<file path="src/design/lpl_pkg.sv">
package lpl_pkg;
   // Line speed encoding from the media side
   localparam logic [1:0] SPD_10 = 2'h0;
   localparam logic [1:0] SPD_100 = 2'h1;
   localparam logic [1:0] SPD_1000 = 2'h2;
   // Core clock and link clock rates, kHz
   localparam int CLK_KHZ = 200_000;
   localparam int LCLK_1000_KHZ = 62_500;
   localparam int LCLK_100_KHZ = 50_000;
   localparam int LCLK_10_KHZ = 5_000;
   // Half periods in core cycles, rounded down, at least one
   function automatic int half_cyc(input int khz);
      int h;
      h = CLK_KHZ / (2 * khz);
      return (h < 1) ? 1 : h;
   endfunction
   localparam int HALF_1000 = half_cyc(LCLK_1000_KHZ);
   localparam int HALF_100 = half_cyc(LCLK_100_KHZ);
   localparam int HALF_10 = half_cyc(LCLK_10_KHZ);
   // Link word is three transfers of three bits
   localparam int WORD_BEATS = 3;
   localparam int WORD_W = 9;
   // Nonvolatile word addresses for indicator setup
   localparam logic [7:0] NVM_LED_AC = 8'h18;
   localparam logic [7:0] NVM_LED_B = 8'h17;
   // Indicator modes, low nibble of each field
   localparam logic [3:0] LED_OFF = 4'h0;
   localparam logic [3:0] LED_ON = 4'h1;
   localparam logic [3:0] LED_LINK = 4'h2;
   localparam logic [3:0] LED_ACT = 4'h3;
   localparam logic [3:0] LED_L1000 = 4'h4;
   // Minimum reset hold on the sync line, microseconds
   localparam int RST_HOLD_US = 500;
endpackage

</file>
<file path="src/design/lpl_link.sv">
`timescale 1ns/1ps
// Overview of operation
// [RL1] At gigabit line speed, link clock runs at 62.5 MHz.
// [RL2] At 100 Mbps line speed, link clock runs at 50 MHz.
// [RL3] At 10 Mbps line speed, link clock runs at 5 MHz.
// [RL4] In power-down the link clock stops, held at zero.
// [RL5] Reset/sync held beyond one link clock cycle means reset request.
// [RL6] Partner holds reset/sync at least 500 us to guarantee reset.
// [RL7] Long reset/sync assertion wakes the device from power-down.
// [RL8] One-cycle reset/sync pulse aligns word framing, is not a reset.
// [RL9] Partner drives transmit lines synchronous to our link clock.
// [RL10] Transmit lines carry control and management data into device.
// [RL11] Receive lines carry control and management data to partner.
// [RL12] Indicators a,c follow word 18h; indicator b follows word 17h.
// [RL13] Test enable strap low for normal use, high enables test.
// [RL14] Count asserted reset/sync cycles per link clock edge; in power-down the code counts core cycles instead.
// [RL15] Gigabit traffic uses serial link; rest uses this parallel link.
module lpl_link
   import lpl_pkg::*;
#(
   parameter int RST_CYCLES = 2
) (
   // Clock and reset
   input wire logic clk,
   input wire logic rst,
   // Line state from media side
   input wire logic [1:0] line_speed,
   input wire logic power_down_req,
   input wire logic link_up,
   input wire logic activity,
   // Partner pins
   output logic link_clock_out,
   input wire logic reset_sync_line,
   input wire logic link_tx_bit2,
   input wire logic link_tx_bit1,
   input wire logic link_tx_bit0,
   output logic link_rx_bit2,
   output logic link_rx_bit1,
   output logic link_rx_bit0,
   // Received words toward the core
   output logic [WORD_W-1:0] rx_word,
   output logic rx_valid,
   input wire logic rx_ready,
   // Words to send to partner
   input wire logic [WORD_W-1:0] tx_word,
   input wire logic tx_valid,
   output logic tx_ready,
   // Nonvolatile load of indicator words
   input wire logic nvm_we,
   input wire logic [7:0] nvm_addr,
   input wire logic [15:0] nvm_data,
   // Indicators and status
   output logic indicator_a,
   output logic indicator_b,
   output logic indicator_c,
   output logic link_reset,
   output logic powered_down,
   output logic serial_path_sel,
   // Test strap
   input wire logic test_en,
   output logic test_mode
);
   ////////////////////////////////////////////////////////////////
   // Field of an indicator word
   function automatic logic led_eval(input logic [3:0] m,
                                     input logic lk, input logic ac,
                                     input logic g);
      case (m)
         LED_ON: return 1'b1;
         LED_LINK: return lk;
         LED_ACT: return lk & ac;
         LED_L1000: return lk & g;
         default: return 1'b0;
      endcase
   endfunction

   logic pd_q;
   logic [17:0] acc_q;
   logic [17:0] step_w;
   logic [18:0] acc_sum;
   logic lclk_q;
   logic [2:0] rs_s_q;
   logic [2:0] t2_q;
   logic [2:0] t1_q;
   logic [2:0] t0_q;
   logic [2:0] ts_q;
   logic lck_prev_q;
   logic lck_rise;
   logic [31:0] rcnt_q;
   logic [1:0] beat_q;
   logic [WORD_W-1:0] sh_q;
   logic [WORD_W-1:0] buf_q [2];
   logic [1:0] cnt_q;
   logic wr_ptr_q;
   logic rd_ptr_q;
   logic word_done;
   logic [WORD_W-1:0] txs_q;
   logic [1:0] tbeat_q;
   logic [15:0] led_ac_q;
   logic [15:0] led_b_q;
   logic rs_now;
   logic sync_pend_q;
   logic frame_q;
   logic sync_take;

   ////////////////////////////////////////////////////////////////
   // Link clock rate per line speed, as a toggle step in kHz
   always_comb begin
      case (line_speed)
         SPD_1000: step_w = 18'(2 * LCLK_1000_KHZ); // RL1
         SPD_100: step_w = 18'(2 * LCLK_100_KHZ); // RL2
         default: step_w = 18'(2 * LCLK_10_KHZ); // RL3
      endcase
   end

   assign acc_sum = {1'b0, acc_q} + {1'b0, step_w};

   // Phase accumulator; gigabit needs 3.2 core cycles a period, so
   // periods of three and four cycles mix to give 62.5 MHz exactly
   always_ff @(posedge clk) begin
      if (rst || pd_q) begin
         acc_q <= 18'h0_0000;
         lclk_q <= 1'b0; // RL4
      end else if (acc_sum >= 19'(CLK_KHZ)) begin
         acc_q <= 18'(acc_sum - 19'(CLK_KHZ));
         lclk_q <= ~lclk_q;
      end else begin
         acc_q <= acc_sum[17:0];
      end
   end

   // Sample partner pins: three flops; reset/sync needs second and third both high
   always_ff @(posedge clk) begin
      if (rst) begin
         rs_s_q <= 3'h0;
         t2_q <= 3'h0;
         t1_q <= 3'h0;
         t0_q <= 3'h0;
         ts_q <= 3'h0;
      end else begin
         rs_s_q <= {rs_s_q[1:0], reset_sync_line};
         t2_q <= {t2_q[1:0], link_tx_bit2}; // RL9
         t1_q <= {t1_q[1:0], link_tx_bit1};
         t0_q <= {t0_q[1:0], link_tx_bit0};
         ts_q <= {ts_q[1:0], test_en};
      end
   end

   assign rs_now = rs_s_q[2] & rs_s_q[1];
   // Partner drives just after our rising edge, so we sample on the rise
   assign lck_rise = lclk_q & ~lck_prev_q;

   always_ff @(posedge clk) begin
      if (rst) begin
         lck_prev_q <= 1'b0;
      end else begin
         lck_prev_q <= lclk_q;
      end
   end

   ////////////////////////////////////////////////////////////////
   // Reset/sync length counter; in power-down the link clock is
   // stopped, so counting falls back to core cycles to allow wake
   always_ff @(posedge clk) begin
      if (rst || !rs_now) begin
         rcnt_q <= 32'h0000_0000;
      end else if ((lck_rise || pd_q) && rcnt_q != 32'hFFFF_FFFF) begin
         rcnt_q <= rcnt_q + 32'h0000_0001; // RL14
      end
   end

   // Reset request once held past one link cycle
   always_ff @(posedge clk) begin
      if (rst) begin
         link_reset <= 1'b0;
      end else begin
         link_reset <= rcnt_q >= 32'(RST_CYCLES); // RL5
      end
   end

   // Sync pulse seen on one link edge; held until the next rise,
   // since at slow rates it has long gone by then
   always_ff @(posedge clk) begin
      if (rst || link_reset) begin
         sync_pend_q <= 1'b0;
      end else if (rs_now && rcnt_q == 32'h0000_0001) begin
         sync_pend_q <= 1'b1;
      end else if (lck_rise && !rs_now) begin
         sync_pend_q <= 1'b0; // RL8
      end
   end

   // Power state; a long assertion wakes the device
   always_ff @(posedge clk) begin
      if (rst) begin
         pd_q <= 1'b0;
      end else if (link_reset) begin
         pd_q <= 1'b0; // RL7
      end else if (power_down_req) begin
         pd_q <= 1'b1;
      end
   end

   ////////////////////////////////////////////////////////////////
   assign sync_take = lck_rise && sync_pend_q && !rs_now;

   // Word assembly from transmit lines; only a sync frames a word,
   // so idle beats between words never reach the buffer
   always_ff @(posedge clk) begin
      if (rst || link_reset) begin
         beat_q <= 2'h0;
         sh_q <= '0;
         frame_q <= 1'b0;
      end else if (lck_rise) begin
         sh_q <= {sh_q[WORD_W-4:0], t2_q[2], t1_q[2], t0_q[2]}; // RL10
         if (sync_take) begin
            beat_q <= 2'h1; // RL8
            frame_q <= 1'b1;
         end else if (beat_q == 2'(WORD_BEATS - 1)) begin
            beat_q <= 2'h0;
            frame_q <= 1'b0;
         end else begin
            beat_q <= beat_q + 2'h1;
         end
      end
   end

   // A sync cuts a partial word instead of closing it
   assign word_done = lck_rise && frame_q && !sync_take
                      && beat_q == 2'(WORD_BEATS - 1) && !link_reset;

   // Two-entry buffer; a stalled reader loses no word while it
   // is not full, overflow beyond two drops the newest
   always_ff @(posedge clk) begin
      if (rst) begin
         cnt_q <= 2'h0;
         wr_ptr_q <= 1'b0;
         rd_ptr_q <= 1'b0;
         buf_q[0] <= '0;
         buf_q[1] <= '0;
      end else begin
         if (word_done && cnt_q != 2'h2) begin
            buf_q[wr_ptr_q] <= {sh_q[WORD_W-4:0], t2_q[2], t1_q[2],
                                t0_q[2]};
            wr_ptr_q <= ~wr_ptr_q;
         end
         if (rx_valid && rx_ready) begin
            rd_ptr_q <= ~rd_ptr_q;
         end
         cnt_q <= cnt_q + 2'((word_done && cnt_q != 2'h2) ? 1 : 0)
                  - 2'((rx_valid && rx_ready) ? 1 : 0);
      end
   end

   // Combinational view of the buffer head
   always_comb begin
      rx_valid = cnt_q != 2'h0;
      rx_word = buf_q[rd_ptr_q];
   end

   ////////////////////////////////////////////////////////////////
   // Receive lines: shift words out on link clock rising side
   always_ff @(posedge clk) begin
      if (rst || link_reset) begin
         txs_q <= '0;
         tbeat_q <= 2'h0;
         tx_ready <= 1'b0;
         {link_rx_bit2, link_rx_bit1, link_rx_bit0} <= 3'h0;
      end else begin
         tx_ready <= lck_rise && tbeat_q == 2'h0 && tx_valid;
         if (lck_rise) begin
            {link_rx_bit2, link_rx_bit1, link_rx_bit0} <=
               txs_q[WORD_W-1:WORD_W-3]; // RL11
            if (tbeat_q == 2'h0) begin
               txs_q <= tx_valid ? tx_word : '0;
            end else begin
               txs_q <= {txs_q[WORD_W-4:0], 3'h0};
            end
            tbeat_q <= (tbeat_q == 2'(WORD_BEATS - 1)) ? 2'h0
                       : tbeat_q + 2'h1;
         end
      end
   end

   ////////////////////////////////////////////////////////////////
   // Indicator configuration from nonvolatile words
   always_ff @(posedge clk) begin
      if (rst) begin
         led_ac_q <= 16'h0000;
         led_b_q <= 16'h0000;
      end else if (nvm_we) begin
         if (nvm_addr == NVM_LED_AC) led_ac_q <= nvm_data; // RL12
         if (nvm_addr == NVM_LED_B) led_b_q <= nvm_data; // RL12
      end
   end

   // Indicators, serial path, status outputs
   always_ff @(posedge clk) begin
      if (rst) begin
         indicator_a <= 1'b0;
         indicator_b <= 1'b0;
         indicator_c <= 1'b0;
         serial_path_sel <= 1'b0;
         powered_down <= 1'b0;
         link_clock_out <= 1'b0;
         test_mode <= 1'b0;
      end else begin
         indicator_a <= led_eval(led_ac_q[3:0], link_up, activity,
                                 line_speed == SPD_1000); // RL12
         indicator_b <= led_eval(led_b_q[3:0], link_up, activity,
                                 line_speed == SPD_1000);
         indicator_c <= led_eval(led_ac_q[11:8], link_up, activity,
                                 line_speed == SPD_1000);
         serial_path_sel <= line_speed == SPD_1000; // RL15
         powered_down <= pd_q;
         link_clock_out <= lclk_q;
         if (ts_q[2] == ts_q[1]) test_mode <= ts_q[2];
      end
   end

   ////////////////////////////////////////////////////////////////
   // Checks
   property p_pd_clock_low;
      @(posedge clk) disable iff (rst) pd_q |=> ##1 !link_clock_out;
   endproperty
   a_pd_clock_low: assert property (p_pd_clock_low) // RL4
      else $error("link clock runs in power-down");

   property p_wake;
      @(posedge clk) disable iff (rst) link_reset |=> !pd_q;
   endproperty
   a_wake: assert property (p_wake) // RL7
      else $error("no wake on long reset");

   property p_reset_len;
      @(posedge clk) disable iff (rst)
         rcnt_q >= 32'(RST_CYCLES) |=> link_reset;
   endproperty
   a_reset_len: assert property (p_reset_len) // RL5
      else $error("long assertion not taken as reset");

   property p_sync_no_reset;
      @(posedge clk) disable iff (rst) rcnt_q < 32'(RST_CYCLES)
         |=> !link_reset;
   endproperty
   a_sync_no_reset: assert property (p_sync_no_reset) // RL8
      else $error("short pulse treated as reset");

   property p_count;
      @(posedge clk) disable iff (rst)
         rs_now && lck_rise && !pd_q && rcnt_q < 32'h0000_0010
         |=> rcnt_q == $past(rcnt_q) + 32'h0000_0001;
   endproperty
   a_count: assert property (p_count) // RL14
      else $error("reset counter missed an edge");

   property p_serial;
      @(posedge clk) disable iff (rst)
         line_speed == SPD_1000 |=> serial_path_sel;
   endproperty
   a_serial: assert property (p_serial) // RL15
      else $error("gigabit not on serial path");

   // At gigabit a clock phase lasts at most two core cycles
   property p_gig_rate;
      @(posedge clk) disable iff (rst)
         line_speed == SPD_1000 && $past(line_speed) == SPD_1000
         && !pd_q && !$past(pd_q) && !$past(rst) && $stable(lclk_q)
         |=> $changed(lclk_q);
   endproperty
   a_gig_rate: assert property (p_gig_rate) // RL1
      else $error("gigabit link clock phase too long");

   property p_led_load;
      @(posedge clk) disable iff (rst)
         nvm_we && nvm_addr == NVM_LED_B |=> led_b_q == $past(nvm_data);
   endproperty
   a_led_load: assert property (p_led_load) // RL12
      else $error("indicator word not loaded");
endmodule

</file>
<file path="config.mk">
export PLATFORM = sky130hd
export DESIGN_NAME = lpl_link
export DESIGN_NICKNAME = d
export VERILOG_FILES = /design/src/design/lpl_pkg.sv /design/src/design/lpl_link.sv
export SDC_FILE = /design/constraint.sdc
export NUM_CORES = 1
export LEC_CHECK = 0
export BUFFER_PORTS_ARGS = -buffer_cell sky130_fd_sc_hd__clkbuf_2
export CAP_MARGIN = 20
export CORE_UTILIZATION = 45
export CTS_BUF_LIST = sky130_fd_sc_hd__clkbuf_8
export CTS_CLUSTER_DIAMETER = 40
export DETAILED_ROUTE_END_ITERATION = 12
export SYNTH_ARGS = -nofsm -noshare
export SYNTH_HDL_FRONTEND = slang
export SYNTH_SLANG_ARGS = --single-unit
</file>
<file path="constraint.sdc">
create_clock -name clk -period 9.7 [get_ports clk]
set_clock_uncertainty 0.15 [all_clocks]
set_input_delay 1.455 -clock clk [delete_from_list [all_inputs] [get_ports clk]]
set_output_delay 1.455 -clock clk [all_outputs]
set_load 0.05 [all_outputs]
</file>
; ---- Yosys cells after proc, flatten, opt, wreduce, memory -nomap -nowiden
; Memory sizes are Yosys's and may differ from the RTL's. A register that Yosys moved wholly into a read port is not among the register bits.
; Index checks and enable logic that the tools add are counted.
[word_totals]
memories = 1
regBits = 120
ramBits = 18
elab_cells = 127
out_inout_bits = 22
[classes]
eq_ne = 22
n_lt_le_gt_ge = 2
n_reduce_logical = 29
mux = 26
addsub = 7
bitwise = 8
[memory_table]
columns = name, depth, word_bits, read_ports, rd_ports_with_merged_regs, wr, line_no
row1 = buf_q, 2, 9, 1, 1, 2, lpl_link.sv:92  ; logic [WORD_W-1:0] buf_q [2];
[ops]
columns = op, count
row1 = 17-bit one-hot mux with 2 select lines, 1
row2 = "32-bit by 1-bit adder with 32-bit output, second input constant", 1
row3 = "32-bit by 1-bit == test with 1-bit output, second input constant", 1
row4 = "32-bit by 2-bit >= comparator with 1-bit output, second input constant", 1
row5 = "32-bit inequality test, second input constant", 1
row6 = 9-bit 2-to-1 mux, 3
row7 = "4-bit by 2-bit == test with 1-bit output, second input constant", 6
row8 = 18-bit by 17-bit adder with 19-bit output, 1
row9 = "19-bit by 18-bit >= comparator with 1-bit output, second input constant", 1
row10 = 18-bit 2-to-1 mux, 1
row11 = "18-bit subtractor, second input constant", 1
row12 = "8-bit by 5-bit == test with 1-bit output, second input constant", 2
row13 = 1-bit 2-to-1 mux, 15
row14 = 1-bit logical AND, 13
row15 = "4-bit by 1-bit == test with 1-bit output, second input constant", 3
row16 = "4-bit by 3-bit == test with 1-bit output, second input constant", 3
row17 = 1-bit one-hot mux with 4 select lines, 3
row18 = 9-bit OR reduction, 1
row19 = "2-bit == test, second input constant", 3
row20 = 2-bit 2-to-1 mux, 3
row21 = 2-bit AND reduction, 3
row22 = 2-bit nonzero test, 3
row23 = "2-bit by 1-bit adder with 2-bit output, second input constant", 2
row24 = 1-bit bitwise AND, 4
row25 = other kinds (10), 18

; ---- Longest topological paths before layout
; Gate-level depths: netlist of the first run.
[logic_depth]
word_depth = 14
mapped_depth = 15
mapped_depth_nobuf = 13

; ---- Worst setup path before layout of the first run
; OpenSTA, ideal clock, no wires.
[synth_path]
path_type = input to register
start = input line_speed[0]
end = register acc_q[7]
setup_ps = 65
slack_ps = 5234
stages = 14
n_path_buf = 1
required_time_ps = 9485
arrival_ps = 4251
path_cell_list = inv_1 -> ha_1 -> buf_6 -> inv_1 -> ha_1 -> a31o_2 -> and3_1 -> o211a_1 -> o31a_1 -> o21ai_2 -> nand2_1 -> o31ai_4 -> mux2_1 -> nor2_1
[synth_between]
elab_chain_cells = 5
elab_cells_between_ends = 7
[synth_rtl]
columns = item, line_no
row1 = "start, declared", lpl_link.sv:27  ; input wire logic [1:0] line_speed,
row2 = 2-bit by 1-bit == test with 1-bit output or 2-bit == test (tied branches), lpl_link.sv:109  ; case (line_speed)
row3 = 17-bit one-hot mux with 2 select lines (*), lpl_link.sv:109
row4 = 18-bit by 17-bit adder with 19-bit output (*), lpl_link.sv:116  ; assign acc_sum = {1'b0, acc_q} + {1'b0, step_w};
row5 = 18-bit subtractor or 19-bit by 18-bit >= comparator with 1-bit output (tied branches), "lpl_link.sv:125, lpl_link.sv:124"
row6 = 18-bit 2-to-1 mux (*), lpl_link.sv:124  ; end else if (acc_sum >= 19'(CLK_KHZ)) begin
row7 = "end signal, assigned", lpl_link.sv:125  ; acc_q <= 18'(acc_sum - 19'(CLK_KHZ));
row8 = "end signal, assigned", lpl_link.sv:128  ; acc_q <= acc_sum[17:0];
row9 = "end, declared", lpl_link.sv:78  ; logic [17:0] acc_q;
; Mark *: on every way between the ends. The rest lies on a longest branch, timed or not.
; A chain may end at the register's enable or synchronous reset.

; ---- Worst setup path in the final report of the first run
; Same ends and word-level chain as after synthesis.

==> out/metrics.yaml, run 1 <==
routing:
  dr_total_vias: 5008
  wirelength_um: 12600
  drt-vias-per-instance: 5.32
  dr.first_iter.drc_count: 236
  wl_per_cell_um: 13.4
  drc: 0
  ant_nets: 0
  first_pass_iters: 5
clocking:
  ctsResizeCount: 0
  clk_pin_slew_worst_paths_ns: 0.07
  cts_tree: "done"
  insertion_delay_ns: 0.43
  htreeDepth: 4
  cts_made_buffers: 17
  clock_path_buffers: 2
  cts_root_buffer: "clkbuf_8"
  postCtsSetupBuffers: 0
  hold_buffers: 0
  cts_sinks: 132
yosys:
  synth-edff-count: 18
  ys_ff_latch: 132
  synth_top_family_by_area: "simple AND/OR/NAND/NOR gates"
  yosysWarnings: 0
  netlist_top_cells_area: "dfxtp_1 36%, edfxtp_1 8.5%, nor2_1 4.4%"
  synthArstFlopShare: 0
  syn_inst: 692
  synth_compound_area_frac: 0.125
  synth_flop_cell: "dfxtp_1"
  synth.distinct_cells: 72
  synthMuxAreaShare: 0.0491
  synthesis.area_mm2: 0.00639
  syn_area_per_cell_um2: 9.24
  synthSimpleGateAreaFrac: 0.242
  synth_xor_xnor_area_share: 0.0783
  synth_area_leader_cell: "dfxtp_1"
  syn_nets: 757
  yosysSeqAreaShare: 0.442
  synth_top_area_frac: 0.357
  yosys.area_share.adder: 0.0333
setup_path:
  cp.required_ns: 9.92
  critical_path.endpoint: "acc_q[7]"
  crit_slowest_cell: "ha_1"
  r2r_end: "acc_q[7]"
  cp-end-kind: "flop"
  worstReg2RegStart: "acc_q[5]"
  critPathMaxFanout: 17
  r2r_slack_ns: 6.27
  cp.arrival_ns: 5.29
  ff2ff_path_depth: 10
  cp-startpoint: "line_speed[0]"
  crit_chain: "clkbuf_2 > inv_1 > ha_1 > inv_1 > ha_1 > a21oi_1 > o211a_1 > o21a_1 > o211ai_1 > a31oi_1 > nand2_1 > o31ai_4 > mux2_1 > nor2_1"
  cp_slowest_stage_delay_ns: 0.61
  crit_type: "input port to flop"
  start_kind: "input port"
cells_and_area:
  syn_to_final_growth_pct: 12.5
  diodes: 0
  multi_input_area_mm2: 0.00337
  instances_no_fill: 942
  fin_nets: 814
  nFillCells: 1268
  drive_gt1_frac: 0.171
  seq_area_mm2: 0.00282
floorplanning:
  die_y_um: 121
  num_rows: 43
  coreArea_mm2: 0.0139
  die_area_mm2: 0.0147
  initial_utilization: 0.460
  ios: 70
  die_w_um: 121
grt:
  first_global_vias: 4797
  grt_pass1_wl_um: 21700
  gr-total-overflow: 0
  antenna_found_initial: 0
  grt_max_degree: 49
  grt.total_usage: 0.186
place:
  gp_congestion: 0.805
  dp.cells: 910
  dp_hpwl_um: 9240
  portBuffers: 61
  pre_cts_ws_ns: 4.21
sta:
  report.final.setup_viol: 0
  setup-tns-final_ns: 0
  rsz0062_at_grt: "false"
  worstMarginPinSlew_ns: 0.905
  worst_slack_ns: 4.63
  final_max_slew_viol_count: 0
  final.min_clock_period_ns: 5.07
  relSlewSlack: 0.392
  max_freq_ghz: 0.197
  hold_viol_final: 0
  period_share: 0.523
run:
  maxCapViolCount: 0
power:
  power_density_mw_per_mm2: 225
  p_leak_nw: 2.67
  vdd_drop_max_v: 0.0000879
  p_total_mw: 1.62
min_path:
  hold_path.class: "flop to flop"
status:
  outcome: "completed"
-- metal layers --
layer	share of wire	global-route usage	vias up
met5	0	0	-
met4	0.014	0.0818	0
met3	0.033	0.0508	14
met2	0.50	0.317	85
met1	0.46	0.218	2355
li1	-	-	2554
-- stage by stage --
| stage | cell area (µm²) | hold WS (ns) | util |
|---|---|---|---|
| after CTS | 7190 | 0.270 | 0.518 |
| after global placement | 6820 | 0.266 | 0.491 |
| after global routing | 7190 | 0.287 | 0.518 |
| after detailed placement | 6820 | 0.260 | 0.492 |
| after floorplan | 6390 | 0.249 | - |
| final | 7190 | 0.268 | 0.518 |
-- cells in the mapped netlist (all sizes together) (18+ instances only) --
master and number:
nand2 74, xor2 29, dfxtp 114, xnor2 23, inv 20, edfxtp 18
and2 22, nor2b 21, a21oi 40, nor2 76, mux2i 19, o21ai 30
-- final cells by class --
cell class	count	share of cell area
clock inverters	14	0.0169
inverters	20	0.0104
clock buffers	18	0.0344
flip-flops and latches	132	0.392
repair buffers	64	0.0456
well taps	180	0.0313
multi-input cells	514	0.469
-- cells by family (layout without fill, tap and decap cells) --
logic type / count (synthesis) / in the layout
simple gates: 295 / 295
flops: 132 / 132
compound gates: 120 / 120
xor+xnor: 52 / 52
buf+inv: 46 / 116
mux: 30 / 30
fa+ha+maj: 17 / 17
-- cell usage in the layout, fill, tap and decap left out, types with 8 or more instances in the layout --
| master | instances |
|---|---|
| a31oi_1 | 8 |
| clkbuf_8 | 18 |
| nor2_1 | 75 |
| edfxtp_1 | 18 |
| clkbuf_2 | 61 |
| xnor2_1 | 22 |
| and2_1 | 22 |
| dfxtp_1 | 114 |
| a21oi_1 | 40 |
| o21ai_0 | 22 |
| xor2_1 | 27 |
| mux2i_1 | 19 |
| or3_1 | 11 |
| nand4_1 | 9 |
| inv_1 | 23 |
| nand2_1 | 74 |
| nor4_1 | 13 |
| ha_1 | 17 |
| mux2_2 | 10 |
| nor2b_1 | 21 |
| nand3_1 | 16 |
-- worst min-delay path by stage --
| stage | startpoint | to | slack (ns) | cells after the start |
|---|---|---|---|---|
| 6_report | led_ac_q[11] | indicator_c | 0.27 | 1 |
| 5_1_grt | led_ac_q[11] | indicator_c | 0.29 | 1 |
| 4_1_cts | led_ac_q[11] | indicator_c | 0.27 | 1 |
| 3_5_place_dp | led_ac_q[11] | indicator_c | 0.26 | 1 |
| 3_3_place_gp | led_ac_q[11] | indicator_c | 0.27 | 1 |
| 2_1_floorplan | led_ac_q[3] | indicator_a | 0.25 | 1 |
-- worst max-delay path: cells and delay by family --
family	cells	cell delay (ns)
buf+inv	3	0.37
simple gates	2	0.26
compound gates	6	1.77
fa+ha+maj	2	1.03
mux	1	0.38
-- where the power goes --
group          total [mW]  switching, mW  internal (mW)
logic               0.541          0.335          0.206
clock network       0.436          0.208          0.228
registers           0.640         0.0435          0.597
total                1.62          0.586           1.03
-- flip-flops by register name, summed over array words and instances, names as in the netlist, 3 cells and up, named ones only --
name	cells
led_ac_q	8
led_b_q	4
buf_q	18
ts_q	3
sh_q	6
t1_q	3
txs_q	9
t2_q	3
rs_s_q	3
acc_q	15
t0_q	3
rcnt_q	32
Note: power is estimated with default switching activity, not from simulation.
==> inputs of run 2 (changes only) <==
--- a/config.mk
+++ b/config.mk
@@ -11,6 +11,7 @@
 export CTS_BUF_LIST = sky130_fd_sc_hd__clkbuf_8
 export CTS_CLUSTER_DIAMETER = 40
 export DETAILED_ROUTE_END_ITERATION = 12
+export PLACE_DENSITY = 0.66
 export SYNTH_ARGS = -nofsm -noshare
 export SYNTH_HDL_FRONTEND = slang
 export SYNTH_SLANG_ARGS = --single-unit
==> constraint.sdc (replaced) <==
create_clock -name clk -period 4.35 [get_ports clk]
set_clock_uncertainty 0.15 [all_clocks]
set_input_delay 0.6525 -clock clk [delete_from_list [all_inputs] [get_ports clk]]
set_output_delay 0.6525 -clock clk [all_outputs]
set_load 0.05 [all_outputs]
==> out/metrics.yaml, run 2 (same netlist as run 1, synthesis figures left out) <==
cells_and_area:
  fin_nets: 818  # was 814
  layout_commonest_cell: "dfxtp_1"  # unchanged
  nFillCells: 1284  # was 1268
  largest_register_ffs: 32  # unchanged
  layout_common_cells: "114 x dfxtp_1, 75 x nor2_1, 74 x nand2_1"  # unchanged
  final_area_mm2: 0.00728  # was 0.00719 mm²
  regMostFlops: "rcnt_q"  # unchanged
  drive_gt1_frac: 0.180  # was 0.171
  syn_to_final_growth_pct: 13.9  # was 12.5%
  diodes: 0  # unchanged
  largest_registers: "rcnt_q: 32 flops, buf_q: 18 flops, acc_q: 15 flops"  # unchanged
grt:
  first_global_vias: 4671  # was 4797
  gr-total-overflow: 0  # unchanged
  grt.total_usage: 0.183  # was 0.186
  grt_max_degree: 48  # was 49
  grt_pass1_wl_um: 21200  # was 21700 µm
  antenna_found_initial: 0  # unchanged
place:
  gp_congestion: 0.863  # was 0.805
  dp_hpwl_um: 9400  # was 9240 µm
  portBuffers: 61  # unchanged
  placed_area_mm2: 0.00685  # was 0.00682 mm²
  pre_cts_ws_ns: 0.197  # was 4.21 ns
min_path:
  holdPathStages: 3  # was 1
  hold_path.class: "input port to flop"  # was flop to flop
setup_path:
  cp-end-kind: "flop"  # unchanged
  cpMostUsedCell: "ha_1"
  critPathMaxFanout: 11  # was 17
  cp.arrival_ns: 3.97  # was 5.29 ns
  crit_slowest_cell: "ha_1"  # unchanged
  worst-path-stages: 15  # was 14
  critPathBufInv: 3  # unchanged
  ff2ff_path_depth: 11  # was 10
  cpLargestDelayFamily: "compound AO/OA/AOI/OAI gates"  # unchanged
  crit_type: "input port to flop"  # unchanged
  start_kind: "input port"  # unchanged
  cp.required_ns: 4.58  # was 9.92 ns
  cp_slowest_stage_delay_ns: 0.46  # was 0.61 ns
  crit_chain: "clkbuf_2 > inv_1 > ha_1 > xor2_1 > ha_1 > a21oi_1 > and3_1 > o21a_1 > nand3b_4 > nand3_2 > xor2_4 > o31ai_4 > buf_4 > mux2_1 > nor2_1"  # was clkbuf_2 > inv_1 > ha_1 > inv_1 > ha_1 > a21oi_1 > o211a_1 > o21a_1 > o211ai_1 > a31oi_1 > nand2_1 > o31ai_4 > mux2_1 > nor2_1
clocking:
  ctsResizeCount: 0  # unchanged
  cts_root_buffer: "clkbuf_8"  # unchanged
  htreeDepth: 4  # unchanged
  postCtsSetupBuffers: 0  # unchanged
  cts_made_buffers: 17  # unchanged
  cts_sinks: 132  # unchanged
  clock_path_buffers: 2  # unchanged
  hold_buffers: 0  # unchanged
  insertion_delay_ns: 0.45  # was 0.43 ns
  cts_tree: "done"  # unchanged
  clk_pin_slew_worst_paths_ns: 0.07  # about the same
routing:
  maxUsedRoutingLayer: "met4"  # unchanged
  drc: 2  # was 0
  drt-vias-per-instance: 5.33  # was 5.32
  wl_per_cell_um: 13.7  # was 13.4 µm
  dr_total_vias: 5042  # was 5008
  met1_length_um: 6050  # was 5780 µm
  ant_nets: 0  # unchanged
  met3_wirelength_um: 477  # was 412 µm
  dr.first_iter.drc_count: 295  # was 236
  wirelength_um: 13000  # was 12600 µm
  first_pass_iters: 8  # was 5
  wl_met2_um: 6270  # was 6240 µm
run:
  maxCapViolCount: 0  # unchanged
power:
  p_switching_mw: 1.30  # was 0.586 mW
  vdd_drop_max_v: 0.000235  # was 0.0000879 V
  p_sw_frac: 0.350  # was 0.363
  p_clk_frac: 0.289  # was 0.270
  p_total_mw: 3.72  # was 1.62 mW
  p_int_mw: 2.42  # was 1.03 mW
  p_leak_nw: 2.72  # was 2.67 nW
  power_density_mw_per_mm2: 512  # was 225 mW/mm²
  p_comb_frac: 0.328  # was 0.334
  sequentialPowerShare: 0.383  # was 0.396
floorplanning:
  ios: 70  # unchanged
  die_y_um: 121  # unchanged
  num_rows: 43  # unchanged
  initial_utilization: 0.460  # unchanged
  coreArea_mm2: 0.0139  # unchanged
  die_area_mm2: 0.0147  # unchanged
  die_w_um: 121  # unchanged
status:
  outcome: "complete, but fails checks"  # was completed
  violations: "design-rule violations"
sta:
  max_freq_ghz: 0.268
  hold_viol_final: 0  # unchanged
  worstMarginPinSlew_ns: 0.908  # was 0.905 ns
  period_share: 0.859
  final.min_clock_period_ns: 3.74
  rsz0062_at_grt: "false"  # unchanged
  worst_slack_ns: 0.614  # was 4.63 ns
  final_max_slew_viol_count: 0  # unchanged
  setup-tns-final_ns: 0  # unchanged
  whs_ns: 0.253  # was 0.268 ns
  relSlewSlack: 0.390  # was 0.392
  report.final.setup_viol: 0  # unchanged
-- run 2: worst reg2reg max path, stage by stage (launching register included) --
cell,delay (ns)
dfxtp_1,0.31
ha_1,0.36
o2111ai_1,0.15
a211o_1,0.37
a221oi_2,0.38
a21oi_1,0.14
o21ai_2,0.25
nor2_2,0.09
o31ai_4,0.35
buf_4,0.25
mux2_1,0.33
nor2_1,0.08
-- run 2: per-stage QoR --
step,utilization,instances
5_1_grt,0.524,946
2_1_floorplan,-,692
6_report,0.524,946
4_1_cts,0.524,945
3_3_place_gp,0.493,913
3_5_place_dp,0.493,913
-- run 2: metal layers --
| layer | vias up | track usage |
|---|---|---|
| met5 | - | 0 |
| met4 | 0 | 0.0779 |
| met3 | 16 | 0.0432 |
| met2 | 89 | 0.310 |
| met1 | 2379 | 0.222 |
| li1 | 2558 | - |
-- run 2: final cells by class --
| cell class | count | area, µm² | share of cell area |
|---|---|---|---|
| sequential | 132 | 2820 | 0.388 |
| inverter | 20 | 75.1 | 0.0103 |
| multi-input combinational | 514 | 3370 | 0.464 |
| clock inverter | 11 | 134 | 0.0184 |
| tap | 180 | 225 | 0.0309 |
| clock buffer | 21 | 289 | 0.0397 |
| timing repair buffer | 68 | 358 | 0.0492 |
-- run 2: power by group through the flow --
stage	Sequential [mW]	Clock [mW]	Combinational, mW
3_5_place_dp	1.46	0	1.21
4_1_cts	1.43	1.11	1.22
6_report	1.43	1.08	1.22
2_1_floorplan	1.42	0	0.999
3_3_place_gp	1.45	0	1.18
5_1_grt	1.44	1.16	1.34
-- run 2: worst paths after layout --
check / startpoint / to / slack (ns)
min: tx_word[5] / txs_q[5] / 0.25
max reg2reg: acc_q[5] / acc_q[7] / 1.10
min reg2reg: led_ac_q[3] / indicator_a / 0.28
max: line_speed[0] / acc_q[7] / 0.61
